### config.mk
export PLATFORM = sky130hd
export DESIGN_NAME = ppt_top
export DESIGN_NICKNAME = d
export VERILOG_FILES = /design/src/rtl/ppt_timer.v /design/src/rtl/ppt_top.v
export VERILOG_INCLUDE_DIRS = /design/src /design/src/rtl
export SDC_FILE = /design/constraint.sdc
export NUM_CORES = 1
export LEC_CHECK = 0
export BUFFER_PORTS_ARGS = -buffer_cell sky130_fd_sc_hd__buf_2
export CAP_MARGIN = 20
export CORE_MARGIN = 10
export CORE_UTILIZATION = 61
export DETAILED_ROUTE_END_ITERATION = 10
export GPL_ROUTABILITY_DRIVEN = 0
export GPL_TIMING_DRIVEN = 1
export HOLD_SLACK_MARGIN = 0.08
export PLACE_DENSITY = 0.78
export SLEW_MARGIN = 20
export SYNTH_ARGS = -nofsm -noshare
export SYNTH_HDL_FRONTEND = slang
export SYNTH_SLANG_ARGS = --single-unit
### constraint.sdc
create_clock -name CLOCK_I -period 8.15 [get_ports CLOCK_I]
set_input_delay 0.815 -clock CLOCK_I [delete_from_list [all_inputs] [get_ports CLOCK_I]]
set_output_delay 0.815 -clock CLOCK_I [all_outputs]
set_load 0.02 [all_outputs]
### src/rtl/ppt_defs.vh
// Constants for the two-timer PWM and pulse block
`ifndef PPT_DEFS_VH
`define PPT_DEFS_VH
// Register indices; the byte address is four times the index
`define PPT_IDX_T1_CTRL   8'h50
`define PPT_IDX_T1_DUTY   8'h51
`define PPT_IDX_T2_CTRL   8'h52
`define PPT_IDX_T2_DUTY   8'h53
`define PPT_IDX_ENABLE    8'h58
`define PPT_IDX_STATUS    8'h59
`define PPT_ADDR_W        12
// Register select codes
`define PPT_SEL_T1_CTRL   3'h0
`define PPT_SEL_T1_DUTY   3'h1
`define PPT_SEL_T2_CTRL   3'h2
`define PPT_SEL_T2_DUTY   3'h3
`define PPT_SEL_ENABLE    3'h4
`define PPT_SEL_STATUS    3'h5
`define PPT_SEL_NONE      3'h7
// Field layout
`define PPT_PC_HI         5
`define PPT_PC_LO         2
`define PPT_MC1_BIT       0
`define PPT_MC2_HI        1
`define PPT_MC2_LO        0
`define PPT_T1_CTRL_MASK  8'h3d
`define PPT_T2_CTRL_MASK  8'h3f
`define PPT_EN_MASTER     0
`define PPT_EN_SECOND     1
// Reset values
`define PPT_CTRL_RST      8'h00
`define PPT_DUTY_RST      8'h00
`define PPT_EN_RST        2'h0
// Timer modes
`define PPT_MODE_PWM      2'h0
`define PPT_MODE_PULSE    2'h1
`define PPT_MODE_SYNC     2'h2
`define PPT_MODE_FOLLOW   2'h3
// Timing
`define PPT_CLK_MHZ       40
`define PPT_BASE_US       100
`define PPT_US_PER_MS     1000
`define PPT_US_PER_S      1000000
`define PPT_PER_C0_MS     4
`define PPT_PER_C1_MS     8
`define PPT_PER_C2_MS     20
`define PPT_PER_C3_MS     30
`define PPT_PER_C4_MS     50
`define PPT_PER_C5_MS     100
`define PPT_PER_C6_MS     200
`define PPT_PER_C7_MS     400
`define PPT_PER_C8_MS     800
`define PPT_PER_C9_S      1
`define PPT_PER_C10_S     2
`define PPT_PER_C11_S     4
`define PPT_DUTY_FULL     24'h0000ff
`define PPT_CNT_MAX       16'hffff
// AXI responses
`define PPT_RESP_OKAY     2'h0
`define PPT_RESP_SLVERR   2'h2
`endif

### src/rtl/ppt_timer.v
// One PWM or pulse timer channel
`timescale 1ns/100ps
`default_nettype none
`include "ppt_defs.vh"
module ppt_timer (
  // Clock and control
  input  wire       clk_i,
  input  wire       rst_n_i,
  input  wire       ce_i,
  input  wire       tick_i,
  input  wire       enable_i,
  // Settings
  input  wire [1:0] mode_i,
  input  wire [3:0] period_code_i,
  input  wire [7:0] duty_i,
  // Triggers from the master
  input  wire       trig_start_i,
  input  wire       trig_end_i,
  // Output and events
  output reg        out_o,
  output reg        start_o,
  output reg        end_o
);

  // Period length in base ticks
  function [15:0] period_ticks;
    input [3:0] code;
    reg [31:0] t;
    begin
      case (code) // [RULE_01]
        4'h0: t = `PPT_PER_C0_MS * `PPT_US_PER_MS / `PPT_BASE_US;
        4'h1: t = `PPT_PER_C1_MS * `PPT_US_PER_MS / `PPT_BASE_US;
        4'h2: t = `PPT_PER_C2_MS * `PPT_US_PER_MS / `PPT_BASE_US;
        4'h3: t = `PPT_PER_C3_MS * `PPT_US_PER_MS / `PPT_BASE_US;
        4'h4: t = `PPT_PER_C4_MS * `PPT_US_PER_MS / `PPT_BASE_US;
        4'h5: t = `PPT_PER_C5_MS * `PPT_US_PER_MS / `PPT_BASE_US;
        4'h6: t = `PPT_PER_C6_MS * `PPT_US_PER_MS / `PPT_BASE_US;
        4'h7: t = `PPT_PER_C7_MS * `PPT_US_PER_MS / `PPT_BASE_US;
        4'h8: t = `PPT_PER_C8_MS * `PPT_US_PER_MS / `PPT_BASE_US;
        4'h9: t = `PPT_PER_C9_S * `PPT_US_PER_S / `PPT_BASE_US;
        4'ha: t = `PPT_PER_C10_S * `PPT_US_PER_S / `PPT_BASE_US;
        default: t = `PPT_PER_C11_S * `PPT_US_PER_S / `PPT_BASE_US; // [RULE_15]
      endcase
      period_ticks = t[15:0];
    end
  endfunction

  reg  [15:0] count;
  reg         en_q;
  reg         armed;
  reg         active;
  reg         raw_q;
  reg         raw;

  wire [15:0] period = period_ticks(period_code_i);
  wire        slave  = mode_i[1];
  // Multiply instead of divide: count*255 < duty*period
  wire [23:0] lim_w  = {16'h0000, duty_i} * {8'h00, period};
  wire [23:0] pos_w  = {8'h00, count} * `PPT_DUTY_FULL;
  wire        wrap   = ~slave & tick_i & (count >= period - 16'h0001); // [RULE_16]
  wire        rise   = enable_i & ~en_q;
  wire        trig   = ((mode_i == `PPT_MODE_SYNC) & trig_start_i) |
                       ((mode_i == `PPT_MODE_FOLLOW) & trig_end_i);

  always @* begin
    raw = 1'b0;
    case (mode_i)
      `PPT_MODE_PWM:   raw = pos_w < lim_w; // [RULE_03] [RULE_07] [RULE_05]
      `PPT_MODE_PULSE: raw = count < {8'h00, duty_i}; // [RULE_04] [RULE_08] [RULE_11] [RULE_12]
      `PPT_MODE_SYNC:  raw = active & (count < {8'h00, duty_i}); // [RULE_09] [RULE_12]
      `PPT_MODE_FOLLOW: raw = active & (count < {8'h00, duty_i}); // [RULE_10] [RULE_12]
      default:         raw = 1'b0;
    endcase
  end

  always @(posedge clk_i) begin
    if (!rst_n_i) begin
      count   <= 16'h0000;
      en_q    <= 1'b0;
      armed   <= 1'b0;
      active  <= 1'b0;
      raw_q   <= 1'b0;
      out_o   <= 1'b0;
      start_o <= 1'b0;
      end_o   <= 1'b0;
    end else if (ce_i) begin
      en_q  <= enable_i;
      raw_q <= raw;
      if (!enable_i) begin
        count   <= 16'h0000;
        armed   <= 1'b0;
        active  <= 1'b0;
        out_o   <= 1'b0;
        start_o <= 1'b0;
        end_o   <= 1'b0;
      end else begin
        // Boundary fires regardless of duty, so slaves keep their period
        start_o <= rise | wrap; // [RULE_13]
        // Zero on-time still yields an end event at the boundary
        end_o   <= (raw_q & ~raw) | (start_o & ~raw); // [RULE_13]
        out_o   <= raw & (armed | (mode_i != `PPT_MODE_PULSE)); // [RULE_14]
        if (slave & trig) begin
          count  <= 16'h0000; // [RULE_09] [RULE_10]
          active <= 1'b1;
        end else if (wrap) begin
          count <= 16'h0000; // [RULE_16]
          armed <= 1'b1; // [RULE_14]
        end else if (tick_i & (count != `PPT_CNT_MAX)) begin
          count <= count + 16'h0001;
        end
      end
    end
  end

endmodule
`default_nettype wire

### src/rtl/ppt_top.v
// Two chained PWM and pulse timers behind an AXI4-Lite register slave
//
// Functional notes
// RULE_01: Period codes 0..11 select 4 ms to 4 s.
// RULE_02: Master control: period bits 5:2, mode bit 0.
// RULE_03: Master mode 0: PWM, on-time duty*period/255.
// RULE_04: Master mode 1: pulse, duty times 100 us.
// RULE_05: Master 8-bit duty; PWM ratio duty/255.
// RULE_06: Second control: period 5:2, mode 1:0.
// RULE_07: Second mode 00: PWM on its own period.
// RULE_08: Second mode 01: pulse on its own period.
// RULE_09: Second mode 10: start at master pulse start.
// RULE_10: Second mode 11: start at master pulse end.
// RULE_11: Pulse width unit is 100 us per count.
// RULE_12: On-time beyond period keeps output on.
// RULE_13: Slave triggered even at zero master duty.
// RULE_14: Pulse mode output delayed one period after enable.
// RULE_15: Period codes 12..15 act as 4 s.
// RULE_16: Output on at period start, off after on-time.
//
// Implementation choice: the AXI4-Lite interface to the registers.
`timescale 1ns/100ps
`default_nettype none
`include "ppt_defs.vh"
module ppt_top #(
  parameter TICK_CYCLES = `PPT_BASE_US * `PPT_CLK_MHZ
) (
  // Clock, reset, enable
  input  wire                     CLOCK_I,
  input  wire                     RST_N_I,
  input  wire                     CE_I,
  // AXI4-Lite write address
  input  wire                     AWVALID_I,
  output reg                      AWREADY_O,
  input  wire [`PPT_ADDR_W-1:0]   AWADDR_I,
  input  wire [2:0]               AWPROT_I,
  // AXI4-Lite write data
  input  wire                     WVALID_I,
  output reg                      WREADY_O,
  input  wire [31:0]              WDATA_I,
  input  wire [3:0]               WSTRB_I,
  // AXI4-Lite write response
  output reg                      BVALID_O,
  input  wire                     BREADY_I,
  output reg  [1:0]               BRESP_O,
  // AXI4-Lite read address
  input  wire                     ARVALID_I,
  output reg                      ARREADY_O,
  input  wire [`PPT_ADDR_W-1:0]   ARADDR_I,
  input  wire [2:0]               ARPROT_I,
  // AXI4-Lite read data
  output reg                      RVALID_O,
  input  wire                     RREADY_I,
  output reg  [31:0]              RDATA_O,
  output reg  [1:0]               RRESP_O,
  // High-voltage pin drive requests
  output reg                      HIGH_VOLTAGE_PIN_MASTER_O,
  output reg                      HIGH_VOLTAGE_PIN_SECOND_O
);

  localparam [31:0] TICK_LAST_W = TICK_CYCLES - 1;
  localparam [15:0] TICK_LAST   = TICK_LAST_W[15:0];

  // Address decode shared by the read and write paths
  function [2:0] reg_sel;
    input [`PPT_ADDR_W-1:0] a;
    begin
      if (a[`PPT_ADDR_W-1:10] != 2'h0)
        reg_sel = `PPT_SEL_NONE;
      else begin
        case (a[9:2])
          `PPT_IDX_T1_CTRL: reg_sel = `PPT_SEL_T1_CTRL;
          `PPT_IDX_T1_DUTY: reg_sel = `PPT_SEL_T1_DUTY;
          `PPT_IDX_T2_CTRL: reg_sel = `PPT_SEL_T2_CTRL;
          `PPT_IDX_T2_DUTY: reg_sel = `PPT_SEL_T2_DUTY;
          `PPT_IDX_ENABLE:  reg_sel = `PPT_SEL_ENABLE;
          `PPT_IDX_STATUS:  reg_sel = `PPT_SEL_STATUS;
          default:          reg_sel = `PPT_SEL_NONE;
        endcase
      end
    end
  endfunction

  // Registers
  reg  [7:0]              timer_one_control;
  reg  [7:0]              timer_one_duty;
  reg  [7:0]              timer_two_control;
  reg  [7:0]              timer_two_duty;
  reg  [1:0]              timer_enable;

  // Write path holding state
  reg  [`PPT_ADDR_W-1:0]  aw_addr;
  reg  [7:0]              w_data;
  reg                     w_lane;

  // Timebase
  reg  [15:0]             tick_cnt;
  reg                     tick;

  // Timer wiring
  wire                    master_out;
  wire                    master_start;
  wire                    master_end;
  wire                    second_out;

  wire [3:0] master_period_code = timer_one_control[`PPT_PC_HI:`PPT_PC_LO];
  wire       master_mode_bit    = timer_one_control[`PPT_MC1_BIT];
  wire [7:0] master_duty_value  = timer_one_duty;
  wire [3:0] second_period_code = timer_two_control[`PPT_PC_HI:`PPT_PC_LO];
  wire [1:0] second_mode_field  =
    timer_two_control[`PPT_MC2_HI:`PPT_MC2_LO];
  wire [7:0] second_duty_value  = timer_two_duty;

  wire       commit = ~AWREADY_O & ~WREADY_O & ~BVALID_O;
  wire [2:0] wsel   = reg_sel(aw_addr);
  wire [2:0] rsel   = reg_sel(ARADDR_I);

  // Free-running 100 us timebase shared by both timers
  always @(posedge CLOCK_I) begin
    if (!RST_N_I) begin
      tick_cnt <= 16'h0000;
      tick     <= 1'b0;
    end else if (CE_I) begin
      if (tick_cnt >= TICK_LAST) begin
        tick_cnt <= 16'h0000;
        tick     <= 1'b1; // [RULE_11]
      end else begin
        tick_cnt <= tick_cnt + 16'h0001;
        tick     <= 1'b0;
      end
    end
  end

  // Write channel: address and data accepted in either order
  always @(posedge CLOCK_I) begin
    if (!RST_N_I) begin
      AWREADY_O         <= 1'b1;
      WREADY_O          <= 1'b1;
      BVALID_O          <= 1'b0;
      BRESP_O           <= `PPT_RESP_OKAY;
      aw_addr           <= {`PPT_ADDR_W{1'b0}};
      w_data            <= 8'h00;
      w_lane            <= 1'b0;
      timer_one_control <= `PPT_CTRL_RST;
      timer_one_duty    <= `PPT_DUTY_RST;
      timer_two_control <= `PPT_CTRL_RST;
      timer_two_duty    <= `PPT_DUTY_RST;
      timer_enable      <= `PPT_EN_RST;
    end else if (CE_I) begin
      if (AWVALID_I & AWREADY_O) begin
        AWREADY_O <= 1'b0;
        aw_addr   <= AWADDR_I;
      end
      if (WVALID_I & WREADY_O) begin
        WREADY_O <= 1'b0;
        w_data   <= WDATA_I[7:0];
        w_lane   <= WSTRB_I[0];
      end
      if (BVALID_O & BREADY_I)
        BVALID_O <= 1'b0;
      if (commit) begin
        AWREADY_O <= 1'b1;
        WREADY_O  <= 1'b1;
        BVALID_O  <= 1'b1;
        BRESP_O   <= (wsel == `PPT_SEL_NONE) ? `PPT_RESP_SLVERR
                                             : `PPT_RESP_OKAY;
        if (w_lane) begin
          case (wsel)
            `PPT_SEL_T1_CTRL:
              timer_one_control <= w_data & `PPT_T1_CTRL_MASK; // [RULE_02]
            `PPT_SEL_T1_DUTY:
              timer_one_duty <= w_data; // [RULE_05]
            `PPT_SEL_T2_CTRL:
              timer_two_control <= w_data & `PPT_T2_CTRL_MASK; // [RULE_06]
            `PPT_SEL_T2_DUTY:
              timer_two_duty <= w_data;
            `PPT_SEL_ENABLE:
              timer_enable <= w_data[1:0];
            default:
              timer_enable <= timer_enable;
          endcase
        end
      end
    end
  end

  // Read channel: one read in flight, answer one edge after address
  always @(posedge CLOCK_I) begin
    if (!RST_N_I) begin
      ARREADY_O <= 1'b1;
      RVALID_O  <= 1'b0;
      RDATA_O   <= 32'h00000000;
      RRESP_O   <= `PPT_RESP_OKAY;
    end else if (CE_I) begin
      if (ARVALID_I & ARREADY_O) begin
        ARREADY_O <= 1'b0;
        RVALID_O  <= 1'b1;
        RRESP_O   <= `PPT_RESP_OKAY;
        case (rsel)
          `PPT_SEL_T1_CTRL: RDATA_O <= {24'h000000, timer_one_control};
          `PPT_SEL_T1_DUTY: RDATA_O <= {24'h000000, timer_one_duty};
          `PPT_SEL_T2_CTRL: RDATA_O <= {24'h000000, timer_two_control};
          `PPT_SEL_T2_DUTY: RDATA_O <= {24'h000000, timer_two_duty};
          `PPT_SEL_ENABLE:  RDATA_O <= {30'h00000000, timer_enable};
          `PPT_SEL_STATUS:
            RDATA_O <= {30'h00000000, second_out, master_out};
          default: begin
            RDATA_O <= 32'h00000000;
            RRESP_O <= `PPT_RESP_SLVERR;
          end
        endcase
      end else if (RVALID_O & RREADY_I) begin
        RVALID_O  <= 1'b0;
        ARREADY_O <= 1'b1;
      end
    end
  end

  // Master timer has no slave option
  ppt_timer u_master (
    .clk_i         (CLOCK_I),
    .rst_n_i       (RST_N_I),
    .ce_i          (CE_I),
    .tick_i        (tick),
    .enable_i      (timer_enable[`PPT_EN_MASTER]),
    .mode_i        ({1'b0, master_mode_bit}), // [RULE_03] [RULE_04]
    .period_code_i (master_period_code),
    .duty_i        (master_duty_value),
    .trig_start_i  (1'b0),
    .trig_end_i    (1'b0),
    .out_o         (master_out),
    .start_o       (master_start),
    .end_o         (master_end)
  );

  ppt_timer u_second (
    .clk_i         (CLOCK_I),
    .rst_n_i       (RST_N_I),
    .ce_i          (CE_I),
    .tick_i        (tick),
    .enable_i      (timer_enable[`PPT_EN_SECOND]),
    .mode_i        (second_mode_field), // [RULE_07] [RULE_08]
    .period_code_i (second_period_code),
    .duty_i        (second_duty_value),
    .trig_start_i  (master_start), // [RULE_09]
    .trig_end_i    (master_end), // [RULE_10]
    .out_o         (second_out),
    .start_o       (),
    .end_o         ()
  );

  // Pin requests retimed so the top outputs come from flops
  always @(posedge CLOCK_I) begin
    if (!RST_N_I) begin
      HIGH_VOLTAGE_PIN_MASTER_O <= 1'b0;
      HIGH_VOLTAGE_PIN_SECOND_O <= 1'b0;
    end else if (CE_I) begin
      HIGH_VOLTAGE_PIN_MASTER_O <= master_out; // [RULE_16]
      HIGH_VOLTAGE_PIN_SECOND_O <= second_out; // [RULE_16]
    end
  end

endmodule
`default_nettype wire

[Yosys cells after proc, flatten, opt, wreduce, memory -nomap -nowiden]
Memory sizes are Yosys's and may differ from the RTL's. A register that Yosys moved wholly into a read port is not among the register bits.
Index checks and enable logic that the tools add are counted.
Storage, ports and cells
  register bits: 151
  ROM bits: 448
  input bits: 74
  logic and storage cells: 189
  memories kept: 2
Cells by class
  add/subtract/negate cells: 5
  multiply operators: 4
  $lt $le $gt $ge: 7
  equal/unequal tests: 34
  multiplexer cells: 43
  bitwise operators: 33
  reduce and logical (&&, ||, !) cells: 30
Memory list
  (name not given): depth 16, bits a word 14, read ports 1, clocked after memory_dff 1, write ports 0, line ppt_timer.v:30  | case (code)
  (name not given): depth 16, bits a word 14, read ports 1, clocked after memory_dff 1, write ports 0, line ppt_timer.v:30
Operator list (number)
  $mux W16: 8
  $eq A8 B7 Y1 const B: 12
  $add A16 B1 Y16 const B: 3
  $lt A24 B24 Y1: 2
  $mul A16 B8 Y24 const B: 2
  $mul A8 B16 Y24: 2
  $pmux W8 S6: 1
  $pmux W3 S6: 2
  $ge A16 B16 Y1: 2
  $lt A16 B8 Y1: 2
  $ne A16 B16 Y1 const B: 2
  $sub A16 B1 Y16 const B: 2
  $reduce_and A2 Y1: 12
  $mux W1: 22
  $and A1 B1 Y1: 21
  $reduce_and A4 Y1: 5
  $ge A16 B12 Y1 const B: 1
  $mux W4: 4
  $eq A3 B2 Y1 const B: 4
  $eq A3 B3 Y1 const B: 4
  $reduce_bool A2 Y1: 6
  $ne A2 B1 Y1 const B: 4
  $not A1 Y1: 7
  $eq A3 B1 Y1 const B: 2
  15 further kinds: 24

[Logic depth before layout (Yosys ltp)]
Gate-level depths: netlist of run 1.
  depth after elaboration: 7
  mapped depth: 26
  mapped depth without buffers: 26

[Hierarchy]
A second synthesis of run 1 with hierarchy kept.
Second synthesis, totals
  cells, all modules: 2523
  area total of the unflattened synthesis: 21874.7 µm²
By module, submodules not included
  ppt_timer at u_master: instances 1, cells each 1076, area an instance 9171.3 µm², seq. area each 460.4 µm²
  ppt_timer at u_second: instances 1, cells each 1049, area an instance 9064.9 µm², seq. area each 460.4 µm²
  ppt_top: instances 1, cells each 398, area an instance 3638.5 µm², seq. area each 1641.6 µm²

[Worst setup path before layout of run 1]
Ideal clock, no wire load.
  path type: register to register
  start point: register u_second.count[4]
  end point: register u_second.out_o
  setup time: 0.061 ns
  arrival time: 5.833 ns
  required time: 8.089 ns
  setup slack: 2.256 ns
  cell stages (with the launch flop): 24
  period minus slack after synthesis: 5.894 ns
  cell sequence: dfxtp_1 -> inv_1 -> fa_1 -> fa_1 -> inv_1 -> fa_1 -> inv_1 -> fa_1 -> inv_1 -> ha_1 -> or3_1 -> o21bai_1 -> a2111oi_0 -> o21bai_1 -> a21o_1 -> a21oi_1 -> xnor2_1 -> ha_1 -> a21o_1 -> a21o_1 -> a21oi_1 -> o211ai_1 -> o21ai_0 -> a32o_1
On the way
  cells in the longest elaborated chain, start to end: 5
Ends and longest elaborated chain
  start: declaration: line ppt_timer.v:48  | reg [15:0] count;
  start signal: assignment: line ppt_timer.v:109  | count <= count + 16'h0001;
  $mul A16 B8 Y24 (no source line) or $lt A16 B8 Y1 (tied branches)
  $lt A24 B24 Y1 or $and A1 B1 Y1 (tied branches): line ppt_timer.v:68, ppt_timer.v:70, ppt_timer.v:71
  $pmux W1 S3 (*): line ppt_timer.v:67  | case (mode_i)
  $and A1 B1 Y1 (*): line ppt_timer.v:101  | out_o <= raw & (armed | (mode_i != `PPT_MODE_PULSE));
  $mux W1 (*): line ppt_timer.v:89  | if (!enable_i) begin
  end signal: assignment: line ppt_timer.v:101
  end: declaration: line ppt_timer.v:20  | output reg out_o,
Mark *: on every way between the ends. The rest lies on a longest branch, timed or not.
A chain may end at the register's enable or synchronous reset.

[Final worst setup path of run 1]
Ends and elaborated chain as after synthesis.

==> metrics.csv, run 1 <==
metric,value,unit
status,finished clean,
worstRegToRegCells,21,
areaGrowthSynthToFinish,4.858,%
synth_top_family_by_area,adder cells,
diodes,0,
track_usage,24.17,%
dpl.hpwl,42.90,mm
synth-edff-count,0,
critPathBufInv,4,
cp_slowest_stage_delay,1.01,ns
io_buffers,53,
combPwrFrac,4.2,%
ys_async_sr_fraction,0,%
drive_above_1_share,4.814,%
num_vias,17670,
via_per_inst,5.804,
finalHoldViolations,0,
min_path_type,reg -> reg,
synth_simple_gate_area_share,16.70,%
drt-total-wl,52.65,mm
maxSlewViolCount,0,
ys_types,82,
cap_violations,0,
grt_max_degree,60,
synth_fa_ha_area_share,42.35,%
clock_power_share,48.8,%
drc,0,
postCtsSetupBuffers,0,
ys.flop_type,dfxtp_1,
clock_tree.buffer_depth,2,
htreeDepth,4,
synth_area,22430,sq um
synth_compound_area_share,11.08,%
muxShareOfSynthArea,2.393,%
grt_overflow_total,0,
finalNetCount,3226,
synth-xor-area-share,4.099,%
avgRoutedWirePerCell,17.30,um
endpoint,u_second.out_o,
finalCritPeriodShare,89.21,%
final.setup.tns,0,ns
synth_area_leaders,"fa_1 25%, ha_1 17%, dfxtp_1 13%",
grt_pass1_vias,18400,
tightestPinTransition,1.104,ns
fin_util,64.56,%
synth_top_area_share,25.34,%
dr.pass1.iters,6,
die_w,211.8,um
crit_fanout,12,
p_switching,0.4322,mW
drt_iter0_markers,1309,
seq_area_frac_synth,13.47,%
crit_path_top_delay_cell,a2111oi_0,
path_clk_slew,0.07,ns
p_seq_share,47.0,%
yosys_warnings,0,
pwr_density_cell,68.38,nW/um^2
cp-start-kind,register,
rsz0062_at_grt,false,
ir_drop,0.0001063,V
p_sw_share,26.87,%
maxSlewHeadroom,24.47,%
yosys.area.top_type,fa_1,
fmax,137.5,MHz
cp.required,8.47,ns
cts_buffers,17,
fin_worst_skew,0.01595,ns
r2r_slack,0.88,ns
setup_violations,0,
design.die.area,44850,sq um
insertion_delay,0.44,ns
layout_commonest_cell,inv_1,
cp.depth,21,
core,36430,sq um
ant_nets,0,
cts-root-buf,clkbuf_16,
rr_startpoint,u_second.count[4],
cp_cell_sequence,inv_1 > fa_1 > fa_1 > inv_1 > fa_1 > inv_1 > fa_1 > inv_1 > ha_1 > o21ai_0 > nor3b_1 > o31ai_1 > a2111oi_0 > o21ai_0 > o21ai_0 > xor2_1 > ha_1 > nand4_1 > nor4_1 > o2111ai_1 > a32o_1,
initial_core_util,61.57,%
grt_antenna_before_repair,2,
cts_sinks,151,
die_y,211.8,um
critPathKind,reg -> reg,
final_cell_mix,"451 x inv_1, 305 x ha_1, 284 x fa_1",
r2r-end,u_second.out_o,
min_period,7.271,ns
ys_ff_latch,151,
avgSynthCellArea,8.756,sq um
ctsHoldBuffers,0,
crit_family,adder cells,
std_cell_rows,70,
syn_inst,2562,
cts_tree,yes,
pin_count,117,
grt_first_pass_wirelength,89.24,mm
cp-end-kind,register,
post_cts_resized,0,
p_leak,11.95,nW
cp.arrival,7.59,ns
startpoint,u_second.count[4],
p_int,1.176,mW
## area by class of cell
| class | count | area (sq um) |
|---|---|---|
| clock buffers | 18 | 429.2 |
| clock inverters | 14 | 156.4 |
| fillers | 3031 | 12910 |
| inverters | 454 | 1709 |
| multi-input cells | 1878 | 17300 |
| flip-flops and latches | 151 | 3023 |
| well taps | 468 | 585.6 |
| repair buffers | 61 | 325.3 |
## synth_stat cells (all sizes together) (6+ instances only)
cell and number:
a211o 10, o22ai 9, a21o 45, mux2i 39, a31oi 15, nand2b 15, nor3b 7, o21ai 70
o31ai 8, dfxtp 151, a21oi 112, inv 453, nand3b 6, nor3 45, and3 31, nor2 161
nand3 35, a211oi 12, o211ai 13, o2111ai 6, fa 284, xor2 43, nand2 194, and2 145
ha 305, o21bai 10, or3 10, clkbuf 65, nand4 30, o311ai 8, o21a 18, nor4 10
buf 39, nor2b 18, a22oi 8, and4 8, xnor2 62
## metrics by stage
stage | hold slack (ns) | instance area [sq um] | total power, mW | cells | worst slack [ns]
3_3_place_gp | 0.4337 | 22940 | 0.8367 | 3012 | 1.257
6_report | 0.4539 | 23520 | 1.608 | 3044 | 0.8791
4_1_cts | 0.4491 | 23520 | 1.609 | 3044 | 1.086
2_1_floorplan | 0.4255 | 22530 | 0.8249 | 2587 | 2.256
3_5_place_dp | 0.4379 | 22940 | 0.8393 | 3012 | 1.141
5_1_grt | 0.4785 | 23520 | 1.647 | 3044 | 0.6430
## logic make-up after synthesis
family                     after synthesis
AOI/OAI and AO/OA                      381
other                                    1
DFF                                    151
and+or+nand+nor                        730
xor gates and xnor gates               105
adders and majority gates              589
buffers and inverters                  558
muxes                                   47
## power groups by stage
stage	clock network [mW]	logic (mW)	registers, mW
6_report	0.785	0.0675	0.756
5_1_grt	0.817	0.0738	0.757
4_1_cts	0.786	0.0666	0.756
3_5_place_dp	0	0.0664	0.773
3_3_place_gp	0	0.0644	0.772
2_1_floorplan	0	0.0544	0.770
## state kept, by name, summed over array words and instances (netlist names), 2 cells and up
register,count
u_master.period,14
u_second.period,14
u_master.count,16
RDATA_O,8
timer_one_control,5
timer_two_control,6
w_data,8
aw_addr,10
tick_cnt,16
timer_enable,2
u_second.count,16
second_duty_value,8
master_duty_value,8
## how the worst min path moves through the flow
stage | from | to | slack [ns] | depth (start not counted)
2_1_floorplan | u_second.armed | u_second.armed | 0.43 | 2
3_3_place_gp | u_second.armed | u_second.armed | 0.43 | 2
3_5_place_dp | u_second.armed | u_second.armed | 0.44 | 2
4_1_cts | u_second.armed | u_second.armed | 0.45 | 2
5_1_grt | u_second.armed | u_second.armed | 0.48 | 2
6_report | u_second.armed | u_second.armed | 0.45 | 2
## worst register-to-register path, cell delays in order, from the launching register on
cell and delay, ns:
dfxtp_1 0.74, inv_1 0.14, fa_1 0.55, fa_1 0.52, inv_1 0.06, fa_1 0.53
inv_1 0.06, fa_1 0.53, inv_1 0.04, ha_1 0.32, o21ai_0 0.11, nor3b_1 0.35
o31ai_1 0.21, a2111oi_0 1.01, o21ai_0 0.22, o21ai_0 0.27, xor2_1 0.12, ha_1 0.31
nand4_1 0.13, nor4_1 0.34, o2111ai_1 0.29, a32o_1 0.33
## routing by layer
metal | track usage (%) | share of wire (%)
met2 | 40.31 | 47
met5 | 0 | 0.021
met4 | 5.009 | 1.6
met1 | 32.93 | 45
met3 | 3.180 | 5.8
No activity file was read; power rests on OpenSTA's default activity.
==> run 2, diff against run 1 <==
--- a/config.mk
+++ b/config.mk
@@ -14,8 +14,9 @@
 export GPL_ROUTABILITY_DRIVEN = 0
 export GPL_TIMING_DRIVEN = 1
 export HOLD_SLACK_MARGIN = 0.08
-export PLACE_DENSITY = 0.78
+export PLACE_DENSITY = 0.79
 export SLEW_MARGIN = 20
 export SYNTH_ARGS = -nofsm -noshare
 export SYNTH_HDL_FRONTEND = slang
+export SYNTH_HIERARCHICAL = 1
 export SYNTH_SLANG_ARGS = --single-unit
==> run 2 against run 1 <==
Against the previous run: die area down 2.8%; routed wire length down 0.92%; first-iteration DRC count shrank 19%; sequential share of layout area down 2.0 points; fmax is 2.8% lower; critical path type unchanged; critical endpoint is now u_master/out_o.
==> metrics.csv, run 2 <==
metric,value,unit,change
status,finished clean,,unchanged
combPwrFrac,6.5,%,was 4.2%
cp-end-kind,register,,unchanged
synth_area,21740,sq um,was 22430 sq um
pin_count,117,,unchanged
holdWs,0.4496,ns,was 0.4539 ns
num_vias,17530,,was 17670
p_sw_share,27.91,%,was 26.87%
crit_path_top_delay_cell,dfxtp_1,,was a2111oi_0
drt_iter0_markers,1058,,was 1309
crit_fanout,23,,was 12
worstRegToRegCells,23,,was 21
design.die.area,43590,sq um,was 44850 sq um
min_period,7.478,ns,was 7.271 ns
ir_drop,0.0001070,V,was 0.0001063 V
drt-total-wl,52.17,mm,was 52.65 mm
whs_path_depth,2,,unchanged
via_per_inst,5.811,,was 5.804
min_to,RDATA_O[7],,was u_second.armed
path_clk_slew,0.07,ns,about the same
finalCritPeriodShare,91.75,%,was 89.21%
die_y,208.8,um,was 211.8 um
finalWorstSetupSlack,0.6724,ns,was 0.8791 ns
cp_cell_sequence,nand2b_1 > nor2_1 > a21oi_1 > nor2_1 > fa_1 > fa_1 > fa_1 > inv_1 > fa_1 > inv_1 > ha_1 > or3_1 > o2111ai_1 > a21oi_1 > mux2i_1 > or2_2 > ha_1 > and4_1 > nand2_1 > a2111o_1 > o211ai_1 > nand3_1 > a32o_1,,was inv_1 > fa_1 > fa_1 > inv_1 > fa_1 > inv_1 > fa_1 > inv_1 > ha_1 > o21ai_0 > nor3b_1 > o31ai_1 > a2111oi_0 > o21ai_0 > o21ai_0 > xor2_1 > ha_1 > nand4_1 > nor4_1 > o2111ai_1 > a32o_1
multi_input_area,17380,sq um,was 17300 sq um
dpl_cell_area,22320,sq um,was 22940 sq um
cts_sinks,124,,was 151
p_switching,0.4211,mW,was 0.4322 mW
cts-root-buf,clkbuf_16,,unchanged
avgRoutedWirePerCell,17.30,um,about the same
io_buffers,53,,unchanged
maxSlewHeadroom,38.53,%,was 24.47%
hp-start,RDATA_O[7],,was u_second.armed
maxSlewViolCount,0,,unchanged
p_int,1.088,mW,was 1.176 mW
final.setup.tns,0,ns,unchanged
postCtsSetupBuffers,0,,unchanged
fillers,2895,,was 3031
fin_worst_skew,0.02043,ns,was 0.01595 ns
finalHoldViolations,0,,unchanged
diodes,0,,unchanged
areaGrowthSynthToFinish,5.473,%,was 4.858%
min_path_type,reg -> reg,,unchanged
top_regs,"tick_cnt x16, u_master/count x16, u_second/count x16",,"was tick_cnt x16, u_master.count x16, u_second.count x16"
setup_violations,0,,unchanged
rsz0062_at_grt,false,,unchanged
r2r_slack,0.67,ns,was 0.88 ns
layout_commonest_cell,inv_1,,unchanged
fin_util,64.78,%,was 64.56%
regArea,2482,sq um,was 3023 sq um
ant_nets,0,,unchanged
finalNetCount,3207,,was 3226
fin_area,22930,sq um,was 23520 sq um
place_ws,0.8678,ns,was 1.141 ns
die_w,208.8,um,was 211.8 um
p_seq_share,41.4,%,was 47.0%
cap_violations,0,,unchanged
ctsHoldBuffers,0,,unchanged
cts_buffers,17,,unchanged
dpl.cell_count,2984,,was 3012
critPathKind,reg -> reg,,unchanged
initial_core_util,61.42,%,was 61.57%
track_usage,23.95,%,was 24.17%
htreeDepth,4,,unchanged
cpMostUsedCell,fa_1,,
cp-start-kind,register,,unchanged
critPathBufInv,2,,was 4
grt_first_pass_wirelength,88.13,mm,was 89.24 mm
final_cell_mix,"416 x inv_1, 307 x ha_1, 284 x fa_1",,"was 451 x inv_1, 305 x ha_1, 284 x fa_1"
grt_antenna_before_repair,0,,was 2
syn_inst,2511,,was 2562
grt_pass1_vias,18120,,was 18400
tightestPinTransition,0.9220,ns,was 1.104 ns
avgSynthCellArea,8.658,sq um,was 8.756 sq um
grt_overflow_total,0,,unchanged
cp.required,8.47,ns,about the same
crit_family,adder cells,,unchanged
yosys_warnings,6,,was 0
post_cts_resized,0,,unchanged
std_cell_rows,69,,was 70
fmax,133.7,MHz,was 137.5 MHz
clock_power_share,52.1,%,was 48.8%
drc,0,,unchanged
dr.pass1.iters,6,,unchanged
dpl.hpwl,42.36,mm,was 42.90 mm
grt_max_degree,82,,was 60
cts_tree,yes,,unchanged
final_cells,3016,,was 3044
total_power,1.509,mW,was 1.608 mW
insertion_delay,0.43,ns,was 0.44 ns
cp_slowest_stage_delay,0.85,ns,was 1.01 ns
pwr_density_cell,65.82,nW/um^2,was 68.38 nW/um^2
r2r-end,u_master/out_o,,was u_second.out_o
core,35400,sq um,was 36430 sq um
drive_above_1_share,5.440,%,was 4.814%
p_leak,11.37,nW,was 11.95 nW
clock_tree.buffer_depth,2,,unchanged
cp.arrival,7.80,ns,was 7.59 ns
rr_startpoint,timer_one_control[5],,was u_second.count[4]
[run 2: cell type report]
| class | instances | area share [%] |
|---|---|---|
| clock buffer | 17 | 1.855 |
| timing repair buffer | 58 | 1.321 |
| sequential | 124 | 10.83 |
| tap | 461 | 2.516 |
| clock inverter | 15 | 0.7476 |
| multi-input combinational | 1918 | 75.81 |
| inverter | 423 | 6.925 |
[run 2: worst min-delay path: stages (launching register included)]
cell	delay, ns
dfxtp_1	0.32
nand2_1	0.05
o21ai_0	0.05
[run 2: worst max path at each step]
stage                          from             end  slack [ns]  cells past startpoint
3_3_place_gp   timer_two_control[3]  u_second/out_o        1.04                     25
4_1_cts        timer_one_control[5]  u_master/out_o        0.87                     23
3_5_place_dp   timer_one_control[5]  u_master/out_o        0.87                     23
2_1_floorplan  timer_two_control[2]  u_second/out_o        1.76                     25
5_1_grt        timer_one_control[5]  u_master/out_o        0.34                     24
6_report       timer_one_control[5]  u_master/out_o        0.67                     23
[run 2: power by group through the flow]
stage	Sequential [mW]	Combinational, mW	Clock [mW]
2_1_floorplan	0.638	0.0771	0
3_3_place_gp	0.638	0.0933	0
3_5_place_dp	0.638	0.0964	0
4_1_cts	0.625	0.0971	0.791
5_1_grt	0.626	0.111	0.821
6_report	0.625	0.0988	0.786
[run 2: per-layer routing]
layer | share of wire (%) | global-route usage [%] | up-vias
met1 | 40 | 28.96 | 8564
met2 | 52 | 42.84 | 580
met4 | 2.9 | 8.311 | 0
met5 | 0 | 0 | -
met3 | 5.0 | 3.072 | 98
li1 | - | - | 8283
